$ cat src/verilog/qrp_pkg.sv
// shared constants and types for the quad mode read parameter block
package qrp_pkg;
	localparam logic [7:0] OP_UID = 8'h4B;
	localparam logic [7:0] OP_PARAM = 8'hC0;
	localparam logic [7:0] OP_FAST = 8'h0B;
	localparam logic [7:0] OP_QIO = 8'hEB;
	localparam logic [7:0] OP_WRAP_RD = 8'h0C;
	localparam logic [7:0] OP_QPI_ON = 8'h38;
	localparam logic [7:0] OP_QPI_OFF = 8'hFF;
	localparam logic [7:0] OP_SET_WRAP = 8'h77;
	localparam logic [7:0] OP_RESET = 8'h99;
	localparam int P_DUMMY_LSB = 4;
	localparam int P_WRAP_LSB = 0;
	localparam int W_WRAP_LSB = 5;
	localparam logic [5:0] UID_DUMMY_BITS = 6'h20;
	localparam logic [5:0] ADDR_BITS = 6'h18;
	localparam logic [5:0] SET_WRAP_BITS = 6'h20;
	localparam logic [3:0] SR3_ZERO_DUMMY = 4'h8;
	localparam logic [1:0] REG_CFG = 2'h0;
	localparam logic [1:0] REG_FLAGS = 2'h1;
	localparam logic [1:0] REG_STATE = 2'h2;
	localparam int CFG_QE_BIT = 0;
	localparam int CFG_SR3_LSB = 4;
	localparam int ST_QPI_BIT = 0;
	localparam int ST_DUMMY_LSB = 1;
	localparam int ST_WRAP_LSB = 3;
	localparam logic [7:0] CFG_RESET = 8'h00;
	localparam logic [1:0] FLAGS_RESET = 2'h0;
	// arbitrary value, stands in for the factory number
	localparam logic [63:0] UNIQUE_ID_DEFAULT = 64'h0123_4567_89AB_CDEF;
	typedef struct packed {
		logic [1:0] dummy_count_field;
		logic [1:0] wrap_length_field;
	} read_param_t;
	localparam read_param_t PARAM_RESET = '{dummy_count_field: 2'h0, wrap_length_field: 2'h0};
	typedef enum {ST_OP, ST_ADDR, ST_DUMMY, ST_DATA, ST_PARAM, ST_WRAPSET, ST_UIDDUM, ST_UIDOUT, ST_SKIP} state_t;
	function automatic logic [3:0] dummy_clocks(input logic [1:0] f);
		dummy_clocks = {1'b0, f, 1'b0} + 4'h2;
	endfunction : dummy_clocks
endpackage : qrp_pkg

$ cat src/verilog/read_param_store.sv
// holds the dummy count and wrap length settings
`timescale 1ns/1ns
`default_nettype none
module read_param_store (
	input wire logic clk,
	input wire logic rst_n,
	input wire logic load_qpi,
	input wire logic load_wrap,
	input wire logic defaults,
	input wire logic [7:0] data,
	output qrp_pkg::read_param_t param
);
	// one wrap field serves both modes, so mode changes by 38h and FFh never touch it; the reset opcode (defaults) clears it
	always_ff @(posedge clk)
	begin
		if (!rst_n || defaults)
			param <= qrp_pkg::PARAM_RESET;
		else if (load_qpi)
			param <= '{dummy_count_field: data[qrp_pkg::P_DUMMY_LSB +: 2],
				wrap_length_field: data[qrp_pkg::P_WRAP_LSB +: 2]};
		else if (load_wrap)
			param.wrap_length_field <= data[qrp_pkg::W_WRAP_LSB +: 2];
	end

	a_param_default: assert property (@(posedge clk) !rst_n |=> param == qrp_pkg::PARAM_RESET)
		else $error("read parameters not at default after reset");
	a_param_load: assert property (@(posedge clk) disable iff (!rst_n)
		load_qpi && !defaults |=> param.dummy_count_field == $past(data[qrp_pkg::P_DUMMY_LSB +: 2])
		&& param.wrap_length_field == $past(data[qrp_pkg::P_WRAP_LSB +: 2]))
		else $error("read parameter load lost");
endmodule : read_param_store
`default_nettype wire

$ cat src/verilog/wrap_addr_step.sv
// next byte address, wrapping inside the window when asked
`timescale 1ns/1ns
`default_nettype none
module wrap_addr_step (
	input wire logic [23:0] addr,
	input wire logic wrap_en,
	input wire logic [1:0] wrap_length_field,
	output logic [23:0] next_addr,
	output logic [23:0] mask
);
	wire [23:0] inc = addr + 24'h000001;
	// window of 8, 16, 32 or 64 bytes
	assign mask = (24'h000008 << wrap_length_field) - 24'h000001;
	assign next_addr = wrap_en ? ((addr & ~mask) | (inc & mask)) : inc;
endmodule : wrap_addr_step
`default_nettype wire

$ cat src/verilog/quad_read_control.sv
// serial flash command decoder for unique id, read parameters, wrap burst and quad mode
//
// The register addresses and the address-and-strobe port are this design's own decisions.
`timescale 1ns/1ns
`default_nettype none
// How it works
// - 4Bh, four dummy bytes, then 64-bit id
// - unique id is constant, never writable
// - C0h refused in serial mode
// - C0h sets dummies and wrap in quad
// - serial modes take dummies from register three
// - 77h sets wrap in serial only; kept across modes
// - defaults: 8-byte wrap, 2 dummies
// - 0Ch wraps address inside window
// - only 38h enters quad mode
// - 38h ignored while quad enable clear
// - starts in serial mode after power-up
// - entry keeps latch, suspend, wrap
// - FFh in quad returns to serial
// - exit keeps latch, suspend, wrap
// - opcodes accepted only in their mode
module quad_read_control #(
	// arbitrary value, stands in for the factory number
	parameter logic [63:0] UNIQUE_ID = qrp_pkg::UNIQUE_ID_DEFAULT
) (
	input wire logic CLK_SYS,
	input wire logic RST_N,
	input wire logic CS_N,
	input wire logic SCK,
	input wire logic [3:0] IO_I,
	output logic [3:0] IO_O,
	output logic [3:0] IO_OE,
	output logic [23:0] ARRAY_ADDR,
	input wire logic [7:0] ARRAY_DATA,
	input wire logic [1:0] ADDR,
	input wire logic [7:0] WDATA,
	input wire logic WR,
	input wire logic RD,
	output logic [7:0] RDATA
);
	qrp_pkg::state_t state;
	qrp_pkg::state_t next_state;
	qrp_pkg::read_param_t param;
	logic sck_q;
	logic quad_peripheral_mode;
	logic quad_lanes;
	logic wrap_en;
	logic [7:0] rx;
	logic [7:0] tx;
	logic [23:0] addr;
	logic [5:0] cnt;
	logic [2:0] obit;
	logic [63:0] uid_sr;
	logic [7:0] cfg;
	logic [1:0] flags;

	// pins are synchronous to the system clock, so the serial clock is just sampled
	wire rise = SCK & ~sck_q & ~CS_N;
	wire fall = ~SCK & sck_q & ~CS_N;
	wire quad_enable_bit = cfg[qrp_pkg::CFG_QE_BIT];
	wire [3:0] status_register_three = cfg[qrp_pkg::CFG_SR3_LSB +: 4];
	wire write_enable_latch = flags[0];

	// input width: nibbles in quad mode, and for the quad io address phase
	wire in_wide = quad_peripheral_mode | (quad_lanes & (state == qrp_pkg::ST_ADDR));
	wire [5:0] step = (state == qrp_pkg::ST_DUMMY) ? 6'h01 : (in_wide ? 6'h04 : 6'h01);
	wire [5:0] next_cnt = cnt + step;
	wire [7:0] next_rx = in_wide ? {rx[3:0], IO_I} : {rx[6:0], IO_I[0]};
	wire [23:0] next_addr_sr = in_wide ? {addr[19:0], IO_I} : {addr[22:0], IO_I[0]};
	wire byte_done = rise && (next_cnt[2:0] == 3'h0);
	wire op_done = (state == qrp_pkg::ST_OP) && byte_done;
	wire [7:0] op = next_rx;

	// mode changes, each only from the mode it leaves
	wire qpi_enter = op_done && (op == qrp_pkg::OP_QPI_ON) && !quad_peripheral_mode && quad_enable_bit;
	wire qpi_leave = op_done && (op == qrp_pkg::OP_QPI_OFF) && quad_peripheral_mode;
	wire op_reset = op_done && (op == qrp_pkg::OP_RESET);
	wire param_load = (state == qrp_pkg::ST_PARAM) && byte_done && quad_peripheral_mode;
	wire wrapset_load = (state == qrp_pkg::ST_WRAPSET) && rise && (next_cnt == qrp_pkg::SET_WRAP_BITS);

	// dummy count: quad setting in quad mode, register three otherwise
	wire [3:0] sr3_dummy = (status_register_three == 4'h0) ? qrp_pkg::SR3_ZERO_DUMMY : status_register_three;
	wire [3:0] dummy_need = quad_peripheral_mode ? qrp_pkg::dummy_clocks(param.dummy_count_field) : sr3_dummy;
	wire dummy_last = rise && ((cnt + 6'h01) == {2'h0, dummy_need});

	// output side
	wire out_wide = quad_peripheral_mode | quad_lanes;
	wire out_state = (state == qrp_pkg::ST_DATA) || (state == qrp_pkg::ST_UIDOUT);
	wire [7:0] src_byte = (state == qrp_pkg::ST_UIDOUT) ? uid_sr[63:56] : ARRAY_DATA;
	wire [7:0] cur = (obit == 3'h0) ? src_byte : tx;
	wire [2:0] next_obit = obit + (out_wide ? 3'h4 : 3'h1);
	wire byte_end = fall && out_state && (next_obit == 3'h0);
	wire [23:0] step_addr;
	wire [23:0] wrap_mask;

	wire [7:0] rd_mux = (ADDR == qrp_pkg::REG_CFG) ? cfg :
		(ADDR == qrp_pkg::REG_FLAGS) ? {6'h00, flags} :
		(ADDR == qrp_pkg::REG_STATE) ? {3'h0, param.wrap_length_field, param.dummy_count_field, quad_peripheral_mode} :
		8'h00;

	read_param_store u_store (
		.clk(CLK_SYS),
		.rst_n(RST_N),
		.load_qpi(param_load),
		.load_wrap(wrapset_load),
		.defaults(op_reset),
		.data(next_rx),
		.param(param)
	);

	wrap_addr_step u_step (
		.addr(addr),
		.wrap_en(wrap_en & quad_peripheral_mode),
		.wrap_length_field(param.wrap_length_field),
		.next_addr(step_addr),
		.mask(wrap_mask)
	);

	always_comb
	begin
		next_state = state;
		case (state)
			qrp_pkg::ST_OP:
			begin
				if (op_done)
				begin
					case (op)
						qrp_pkg::OP_UID: next_state = qrp_pkg::ST_UIDDUM;
						qrp_pkg::OP_PARAM: next_state = quad_peripheral_mode ? qrp_pkg::ST_PARAM : qrp_pkg::ST_SKIP;
						qrp_pkg::OP_WRAP_RD: next_state = quad_peripheral_mode ? qrp_pkg::ST_ADDR : qrp_pkg::ST_SKIP;
						qrp_pkg::OP_FAST: next_state = qrp_pkg::ST_ADDR;
						qrp_pkg::OP_QIO: next_state = qrp_pkg::ST_ADDR;
						qrp_pkg::OP_SET_WRAP: next_state = quad_peripheral_mode ? qrp_pkg::ST_SKIP : qrp_pkg::ST_WRAPSET;
						default: next_state = qrp_pkg::ST_SKIP;
					endcase
				end
			end
			qrp_pkg::ST_ADDR:
			begin
				if (rise && (next_cnt == qrp_pkg::ADDR_BITS))
					next_state = qrp_pkg::ST_DUMMY;
			end
			qrp_pkg::ST_DUMMY:
			begin
				if (dummy_last)
					next_state = qrp_pkg::ST_DATA;
			end
			qrp_pkg::ST_PARAM:
			begin
				if (byte_done)
					next_state = qrp_pkg::ST_SKIP;
			end
			qrp_pkg::ST_WRAPSET:
			begin
				if (wrapset_load)
					next_state = qrp_pkg::ST_SKIP;
			end
			qrp_pkg::ST_UIDDUM:
			begin
				if (rise && (next_cnt == qrp_pkg::UID_DUMMY_BITS))
					next_state = qrp_pkg::ST_UIDOUT;
			end
			qrp_pkg::ST_DATA: next_state = state;
			qrp_pkg::ST_UIDOUT: next_state = state;
			qrp_pkg::ST_SKIP: next_state = state;
			default: next_state = qrp_pkg::ST_SKIP;
		endcase
	end

	always_ff @(posedge CLK_SYS)
	begin
		if (!RST_N)
			sck_q <= 1'b0;
		else
			sck_q <= SCK;
	end

	// a deselect always ends the frame, whatever state it was in
	always_ff @(posedge CLK_SYS)
	begin
		if (!RST_N || CS_N)
		begin
			state <= qrp_pkg::ST_OP;
			cnt <= 6'h00;
		end
		else
		begin
			state <= next_state;
			if (next_state != state)
				cnt <= 6'h00;
			else if (rise)
				cnt <= next_cnt;
		end
	end

	// the mode bit is touched by 38h, FFh and the reset opcode only
	always_ff @(posedge CLK_SYS)
	begin
		if (!RST_N)
			quad_peripheral_mode <= 1'b0;
		else if (qpi_enter)
			quad_peripheral_mode <= 1'b1;
		else if (qpi_leave || op_reset)
			quad_peripheral_mode <= 1'b0;
	end

	always_ff @(posedge CLK_SYS)
	begin
		if (!RST_N)
		begin
			rx <= 8'h00;
			quad_lanes <= 1'b0;
			wrap_en <= 1'b0;
		end
		else
		begin
			if (rise)
				rx <= next_rx;
			if (op_done)
			begin
				quad_lanes <= (op == qrp_pkg::OP_QIO);
				wrap_en <= (op == qrp_pkg::OP_WRAP_RD);
			end
		end
	end

	always_ff @(posedge CLK_SYS)
	begin
		if (!RST_N)
			addr <= 24'h000000;
		else if ((state == qrp_pkg::ST_ADDR) && rise)
			addr <= next_addr_sr;
		else if (byte_end && (state == qrp_pkg::ST_DATA))
			addr <= step_addr;
	end

	// shift-out on falling serial clock edges, most significant first
	always_ff @(posedge CLK_SYS)
	begin
		if (!RST_N || CS_N)
		begin
			IO_O <= 4'h0;
			IO_OE <= 4'h0;
			tx <= 8'h00;
			obit <= 3'h0;
		end
		else if (fall && out_state)
		begin
			IO_O <= out_wide ? cur[7:4] : {2'h0, cur[7], 1'b0};
			IO_OE <= out_wide ? 4'hF : 4'h2;
			tx <= out_wide ? {cur[3:0], 4'h0} : {cur[6:0], 1'b0};
			obit <= next_obit;
		end
	end

	// the id is only ever rotated, and reloaded from the constant between frames
	always_ff @(posedge CLK_SYS)
	begin
		if (!RST_N || (state == qrp_pkg::ST_OP))
			uid_sr <= UNIQUE_ID;
		else if (byte_end && (state == qrp_pkg::ST_UIDOUT))
			uid_sr <= {uid_sr[55:0], uid_sr[63:56]};
	end

	// latch and suspend belong to software and the engines; mode changes never write them
	always_ff @(posedge CLK_SYS)
	begin
		if (!RST_N)
		begin
			cfg <= qrp_pkg::CFG_RESET;
			flags <= qrp_pkg::FLAGS_RESET;
			RDATA <= 8'h00;
		end
		else
		begin
			if (WR && (ADDR == qrp_pkg::REG_CFG))
				cfg <= WDATA;
			if (WR && (ADDR == qrp_pkg::REG_FLAGS))
				flags <= WDATA[1:0];
			RDATA <= RD ? rd_mux : 8'h00;
		end
	end

	assign ARRAY_ADDR = addr;

	a_qpi_entry_gate: assert property (@(posedge CLK_SYS) disable iff (!RST_N)
		$rose(quad_peripheral_mode) |-> $past(quad_enable_bit) && $past(op_done) && ($past(op) == qrp_pkg::OP_QPI_ON))
		else $error("quad mode entered without 38h and quad enable");
	a_qpi_exit_cmd: assert property (@(posedge CLK_SYS) disable iff (!RST_N)
		qpi_leave |=> !quad_peripheral_mode)
		else $error("FFh did not leave quad mode");
	a_start_serial: assert property (@(posedge CLK_SYS) !RST_N |=> !quad_peripheral_mode)
		else $error("quad mode active after reset");
	a_param_reject: assert property (@(posedge CLK_SYS) disable iff (!RST_N)
		op_done && !CS_N && (op == qrp_pkg::OP_PARAM) && !quad_peripheral_mode |=> state == qrp_pkg::ST_SKIP)
		else $error("C0h accepted in serial mode");
	a_mode_keeps_state: assert property (@(posedge CLK_SYS) disable iff (!RST_N)
		(quad_peripheral_mode != $past(quad_peripheral_mode)) && !$past(op_reset)
		|-> (write_enable_latch == $past(write_enable_latch)) && (flags == $past(flags))
		&& (param.wrap_length_field == $past(param.wrap_length_field)))
		else $error("mode change disturbed latch, suspend or wrap");
	a_wrap_window: assert property (@(posedge CLK_SYS) disable iff (!RST_N)
		byte_end && (state == qrp_pkg::ST_DATA) && wrap_en && quad_peripheral_mode
		|=> (addr & ~wrap_mask) == ($past(addr) & ~$past(wrap_mask)))
		else $error("wrapped burst left its window");
	a_dummy_count: assert property (@(posedge CLK_SYS) disable iff (!RST_N)
		$rose(state == qrp_pkg::ST_DATA) |-> ($past(cnt) + 6'h01) == {2'h0, $past(dummy_need)})
		else $error("data phase began after wrong dummy count");
	a_uid_start: assert property (@(posedge CLK_SYS) disable iff (!RST_N)
		$rose(state == qrp_pkg::ST_UIDOUT) |-> $past(next_cnt) == qrp_pkg::UID_DUMMY_BITS)
		else $error("id shifted before four dummy bytes");
	a_quad_lanes: assert property (@(posedge CLK_SYS) disable iff (!RST_N)
		fall && out_state && quad_peripheral_mode && !CS_N |=> IO_OE == 4'hF)
		else $error("quad mode output not on four lines");
	a_uid_reload: assert property (@(posedge CLK_SYS) disable iff (!RST_N)
		(state == qrp_pkg::ST_OP) |=> uid_sr == UNIQUE_ID)
		else $error("id not restored from the constant between frames");
	// serial mode has no path into the dummy field; only the reset opcode may move it there
	a_serial_dummy_kept: assert property (@(posedge CLK_SYS) disable iff (!RST_N)
		!quad_peripheral_mode && !op_reset |=> param.dummy_count_field == $past(param.dummy_count_field))
		else $error("dummy setting changed in serial mode");
	a_wrapset_serial: assert property (@(posedge CLK_SYS) disable iff (!RST_N)
		wrapset_load |-> !quad_peripheral_mode)
		else $error("serial wrap set taken in quad mode");
	a_serial_lane: assert property (@(posedge CLK_SYS) disable iff (!RST_N)
		fall && out_state && !quad_peripheral_mode && !quad_lanes |=> IO_OE == 4'h2)
		else $error("single lane output not on line one");
	// the last byte of a window must bring the address back to the window start
	a_wrap_return: assert property (@(posedge CLK_SYS) disable iff (!RST_N)
		byte_end && (state == qrp_pkg::ST_DATA) && wrap_en && quad_peripheral_mode
		&& ((addr & wrap_mask) == wrap_mask) |=> (addr & wrap_mask) == 24'h000000)
		else $error("wrapped burst did not return to window start");
	a_plain_step: assert property (@(posedge CLK_SYS) disable iff (!RST_N)
		byte_end && (state == qrp_pkg::ST_DATA) && !(wrap_en && quad_peripheral_mode)
		|=> addr == $past(addr) + 24'h000001)
		else $error("plain read did not step the address by one");
	a_param_defaults: assert property (@(posedge CLK_SYS) disable iff (!RST_N)
		op_reset |=> (param == qrp_pkg::PARAM_RESET) && !quad_peripheral_mode)
		else $error("reset opcode left settings or mode behind");
	a_dummy_decode: assert property (@(posedge CLK_SYS) disable iff (!RST_N)
		quad_peripheral_mode && (param.dummy_count_field == 2'h3) |-> dummy_need == 4'h8)
		else $error("largest dummy code not eight clocks");
	a_wrap_decode: assert property (@(posedge CLK_SYS) disable iff (!RST_N)
		(param.wrap_length_field == 2'h3) |-> wrap_mask == 24'h00003F)
		else $error("largest wrap code not a 64-byte window");
endmodule : quad_read_control
`default_nettype wire

$ cat config.mk
export PLATFORM = sky130hd
export DESIGN_NAME = quad_read_control
export DESIGN_NICKNAME = d
export VERILOG_FILES = /design/src/verilog/qrp_pkg.sv /design/src/verilog/read_param_store.sv /design/src/verilog/wrap_addr_step.sv /design/src/verilog/quad_read_control.sv
export SDC_FILE = /design/constraint.sdc
export NUM_CORES = 1
export LEC_CHECK = 0
export BUFFER_PORTS_ARGS = -buffer_cell sky130_fd_sc_hd__buf_2
export CAP_MARGIN = 10
export CORE_ASPECT_RATIO = 1.5
export CORE_MARGIN = 3
export CORE_UTILIZATION = 59
export DETAILED_ROUTE_END_ITERATION = 7
export PLACE_DENSITY = 0.9
export SLEW_MARGIN = 20
export SYNTH_ARGS = -nofsm -noshare
export SYNTH_HDL_FRONTEND = slang
export SYNTH_SLANG_ARGS = --single-unit
$ cat constraint.sdc
create_clock -name CLK_SYS -period 6.3 [get_ports CLK_SYS]
set_clock_uncertainty 0.2 [all_clocks]
set_input_delay 0.315 -clock CLK_SYS [delete_from_list [all_inputs] [get_ports CLK_SYS]]
set_output_delay 0.315 -clock CLK_SYS [all_outputs]
set_load 0.005 [all_outputs]
==> out/summary.log <==
qor: layout.layout.area.seq 3500 um^2
qor: setup_path.critPathCaptureType flop
qor: layout.syn_to_final_growth 14.0%
qor: sta.setup_total_negative_slack 0 ns
qor: power.power.share.switching 24.8%
qor: power.clkPwrFrac 45.4%
qor: power.power.share.sequential 50.9%
qor: layout.utilization 70.1%
qor: clocking.later_pin_clock_latency_in_the_skew_report 0.43 ns
qor: synth.synth.cell_area 8120 um^2
qor: sta.finalHoldViolCount 0
qor: layout.multiInputGateArea 4400 um^2
qor: clocking.clock_tree.buffer_depth 2
qor: floorplan.die_y 150 um
qor: place.postPlaceCellArea 8570 um^2
qor: detailed_routing.route.detailed.vias_per_inst 6.01
qor: floorplan.design.core.area 13200 um^2
qor: sta.tightest_slew 1.10 ns
qor: place.finalWeightedCongestion 0.923
qor: power.power_per_cell_area 241 nW/um^2
qor: layout.number_of_nets_in_the_final_layout 1120
qor: setup_path.worst-endpoint-arrival 5.27 ns
qor: detailed_routing.met3_length 1210 um
qor: global_routing.grt_pass1_vias 7046
qor: synth.synth_adder_area_share 1.39%
qor: clocking.post_cts_hold_fix_bufs 12
qor: floorplan.boundaryPins 68
qor: synth.netlist_instances 1011
qor: power.portion_of_total_power_attributed_to_combinational_logic 3.7%
qor: floorplan.die_width 102 um
qor: global_routing.global_route_wire_length_before_repair 32800 um
qor: layout.layout-drive-gt1-share 13.1%
qor: synth.synth_ff_type sky130_fd_sc_hd__dfxtp_1
qor: synth.sequential_area_share_after_synthesis 43.1%
qor: flow_run.cap_violations 0
qor: power.net-switching-power 553 uW
qor: floorplan.rows 51
qor: global_routing.grt_antenna_before_repair 0
qor: detailed_routing.route.top_layer_used met4
qor: place.port_buffers 67
qor: synth.synth-seq-cells 175
qor: synth.number_of_enable_type_register_cells_in_the_synthesized_netlist 0
qor: sta.max-slew-margin-rel 26.6%
qor: synth.post_synth.cell_area_avg 8.04 um^2
qor: synth.synth_compound_gate_area_share 13.9%
qor: sta.report.final.slew_viol_count 0
qor: setup_path.setup_crit_start state[16]
qor: power.peakVddDrop 0.181 mV
qor: global_routing.global_route.overflow_total 0
qor: sta.finalCriticalPeriod 5.15 ns
qor: detailed_routing.routed-wl-met2 10400 um
qor: clocking.post_cts.repair.setup_buffers 0
qor: setup_path.worst_setup_path_start_kind flop
qor: clocking.cts_buffers 17
qor: floorplan.design.die.area 15200 um^2
qor: sta.clock.fmax 0.194 GHz
qor: detailed_routing.number_of_detailed_route_iterations_in_the_first_pass 6
qor: clocking.tritoncts done
qor: place.hpwl 13300 um
qor: synth.ys_types 67
qor: global_routing.grtUsageTotal 26.5%
qor: clocking.clock_sinks 175
qor: clocking.clock_tree.htree_level_count 4
qor: detailed_routing.detail_route.iter0.violations 372
qor: sta.final-setup-viol-count 0
qor: setup_path.timing_worst_setup_path_type flop to flop
qor: run_status.status finished clean
qor: hold_path.hold_path_class primary input to flop
qor: synth.synth.area.mux_share 5.70%
qor: power.leakagePower 0.00373 uW
qor: synth.post_synth_xor_area_fraction 2.65%
qor: clocking.clkSlewWorstSetupHoldPaths 0.07 ns
qor: power.internal 1680 uW
qor: synth.synth-async-reset-ratio 0%
qor: detailed_routing.drt_drc_violations_left 0
qor: setup_path.rr_startpoint state[16]
qor: synth.combinational_family_with_the_most_area_after_synthesis simple AND/OR/NAND/NOR gates
qor: detailed_routing.detail_route.wl_per_cell 15.9 um
qor: setup_path.cp.required 6.41 ns
qor: layout.n_fill_cell 1001
qor: hold_path.hold_path_startpoint ADDR[0]
qor: synth.yosys.area_share.simple 29.1%
qor: detailed_routing.routed_wirelength 19900 um
qor: clocking.clock_tree.root_cell sky130_fd_sc_hd__clkbuf_16
qor: sta.grt_setup_unrepaired false
qor: layout.stdcell_area 9260 um^2
qor: clocking.post_cts_resize_count 0
qor: detailed_routing.routed-via-count 7546
qor: detailed_routing.detail-route-antenna-nets 0
qor: global_routing.grt_max_degree 65
qor: sta.finalCritPeriodShare 81.8%
qor: floorplan.initial_utilization 61.5%
qor: detailed_routing.met1_length 7740 um
qor: layout.diode_count 0
qor: synth.yosysWarningCount 0
qor: setup_path.critical_path.max_fanout 43
per-stage QoR:
step                total power, uW  setup WS, ns  hold slack [ns]  std cells
floorplan                      1210          1.73            0.232       1038
global route                   2290         0.812           0.0410       1255
detailed placement             1230          1.26            0.244       1211
global placement               1230          1.39            0.238       1211
finish                         2230          1.15           0.0304       1255
CTS                            2230          1.21           0.0254       1255
cells in the final DEF (no fill, tap or decap), types with 8 or more instances in the layout:
cell type,n
sky130_fd_sc_hd__o22ai_1,12
sky130_fd_sc_hd__buf_4,10
sky130_fd_sc_hd__a31oi_1,17
sky130_fd_sc_hd__conb_1,28
sky130_fd_sc_hd__a21oi_1,74
sky130_fd_sc_hd__nand2_1,204
sky130_fd_sc_hd__clkbuf_16,17
sky130_fd_sc_hd__o21ai_0,24
sky130_fd_sc_hd__and3_1,10
sky130_fd_sc_hd__buf_2,67
sky130_fd_sc_hd__nor3_1,31
sky130_fd_sc_hd__xor2_1,9
sky130_fd_sc_hd__dfxtp_1,175
sky130_fd_sc_hd__xnor2_1,13
sky130_fd_sc_hd__nand3_1,64
sky130_fd_sc_hd__or3_1,11
sky130_fd_sc_hd__or2_2,8
sky130_fd_sc_hd__mux2i_1,35
sky130_fd_sc_hd__mux2_2,10
sky130_fd_sc_hd__nand4_1,16
sky130_fd_sc_hd__nor4_1,15
sky130_fd_sc_hd__a211oi_1,10
sky130_fd_sc_hd__nor2_1,83
sky130_fd_sc_hd__dlygate4sd3_1,12
sky130_fd_sc_hd__nor2b_1,10
sky130_fd_sc_hd__ha_1,9
sky130_fd_sc_hd__inv_1,14
layer usage:
layer | vias up | track usage [%]
met5 | - | 0
met4 | 0 | 10.7
met3 | 43 | 5.22
met2 | 290 | 46.8
met1 | 3529 | 31.0
li1 | 3684 | -
cell type report:
type,instances,share of cell area (%)
Sequential cell,175,37.8
Clock inverter,15,1.58
Tap cell,159,2.15
Multi-Input combinational cell,785,47.5
Inverter,15,0.608
Clock buffer,17,4.59
Timing Repair Buffer,89,5.73
worst paths after layout:
kind,end,slack (ns),cells past startpoint
setup / recovery,quad_peripheral_mode,1.15,14
hold / removal,RDATA[1],0.03,4
setup reg to reg,quad_peripheral_mode,1.15,14
hold reg to reg,uid_sr[18],0.25,2
kinds of logic (layout without fill, tap and decap cells):
logic type,count (synthesis),count (layout)
AOI/OAI and AO/OA,182,182
xor gates and xnor gates,23,23
adders and majority gates,9,9
buffers and inverters,78,136
DFF,175,175
muxes,45,45
other,1,28
and+or+nand+nor,498,498
worst max-delay path, stage by stage, from the launching register on:
cell,delay [ns]
sky130_fd_sc_hd__dfxtp_1,0.31
sky130_fd_sc_hd__nor4_1,0.33
sky130_fd_sc_hd__nand4_1,0.38
sky130_fd_sc_hd__o31a_2,0.80
sky130_fd_sc_hd__a31o_2,0.39
sky130_fd_sc_hd__ha_1,0.21
sky130_fd_sc_hd__ha_1,0.25
sky130_fd_sc_hd__xnor2_1,0.22
sky130_fd_sc_hd__nand3_1,0.13
sky130_fd_sc_hd__buf_4,0.19
sky130_fd_sc_hd__nor4_1,0.67
sky130_fd_sc_hd__o211ai_1,0.19
sky130_fd_sc_hd__o21ai_0,0.50
sky130_fd_sc_hd__or3_1,0.19
sky130_fd_sc_hd__o31ai_1,0.06
power groups by stage:
stage | sequential (uW) | clock, uW | combinational, uW
6_report | 1130 | 1010 | 81.8
5_1_grt | 1140 | 1070 | 90.6
4_1_cts | 1130 | 1020 | 78.9
3_5_place_dp | 1160 | 0 | 73.4
3_3_place_gp | 1160 | 0 | 72.7
2_1_floorplan | 1150 | 0 | 54.7
synthesized netlist by cell type (6+ instances only):
cell type,instances,area share [%]
sky130_fd_sc_hd__a211oi_1,10,0.92
sky130_fd_sc_hd__a21oi_1,74,4.6
sky130_fd_sc_hd__a22oi_1,6,0.55
sky130_fd_sc_hd__a31oi_1,17,1.3
sky130_fd_sc_hd__and2_1,7,0.54
sky130_fd_sc_hd__and3_1,10,0.77
sky130_fd_sc_hd__and4_1,6,0.65
sky130_fd_sc_hd__clkbuf_1,48,2.2
sky130_fd_sc_hd__dfxtp_1,175,43
sky130_fd_sc_hd__ha_1,9,1.4
sky130_fd_sc_hd__inv_1,14,0.65
sky130_fd_sc_hd__mux2_2,10,1.4
sky130_fd_sc_hd__mux2i_1,35,4.3
sky130_fd_sc_hd__nand2_1,204,9.4
sky130_fd_sc_hd__nand2b_1,6,0.46
sky130_fd_sc_hd__nand3_1,65,4.0
sky130_fd_sc_hd__nand4_1,16,1.2
sky130_fd_sc_hd__nor2_1,83,3.8
sky130_fd_sc_hd__nor2b_1,10,0.77
sky130_fd_sc_hd__nor3_1,31,1.9
sky130_fd_sc_hd__nor3b_1,6,0.55
sky130_fd_sc_hd__nor4_1,15,1.2
sky130_fd_sc_hd__o21ai_0,24,1.5
sky130_fd_sc_hd__o22ai_1,12,0.92
sky130_fd_sc_hd__or2_2,8,0.62
sky130_fd_sc_hd__or3_1,11,0.85
sky130_fd_sc_hd__xnor2_1,13,1.4
sky130_fd_sc_hd__xor2_1,9,0.97
No activity file was read; power rests on OpenSTA's default activity.
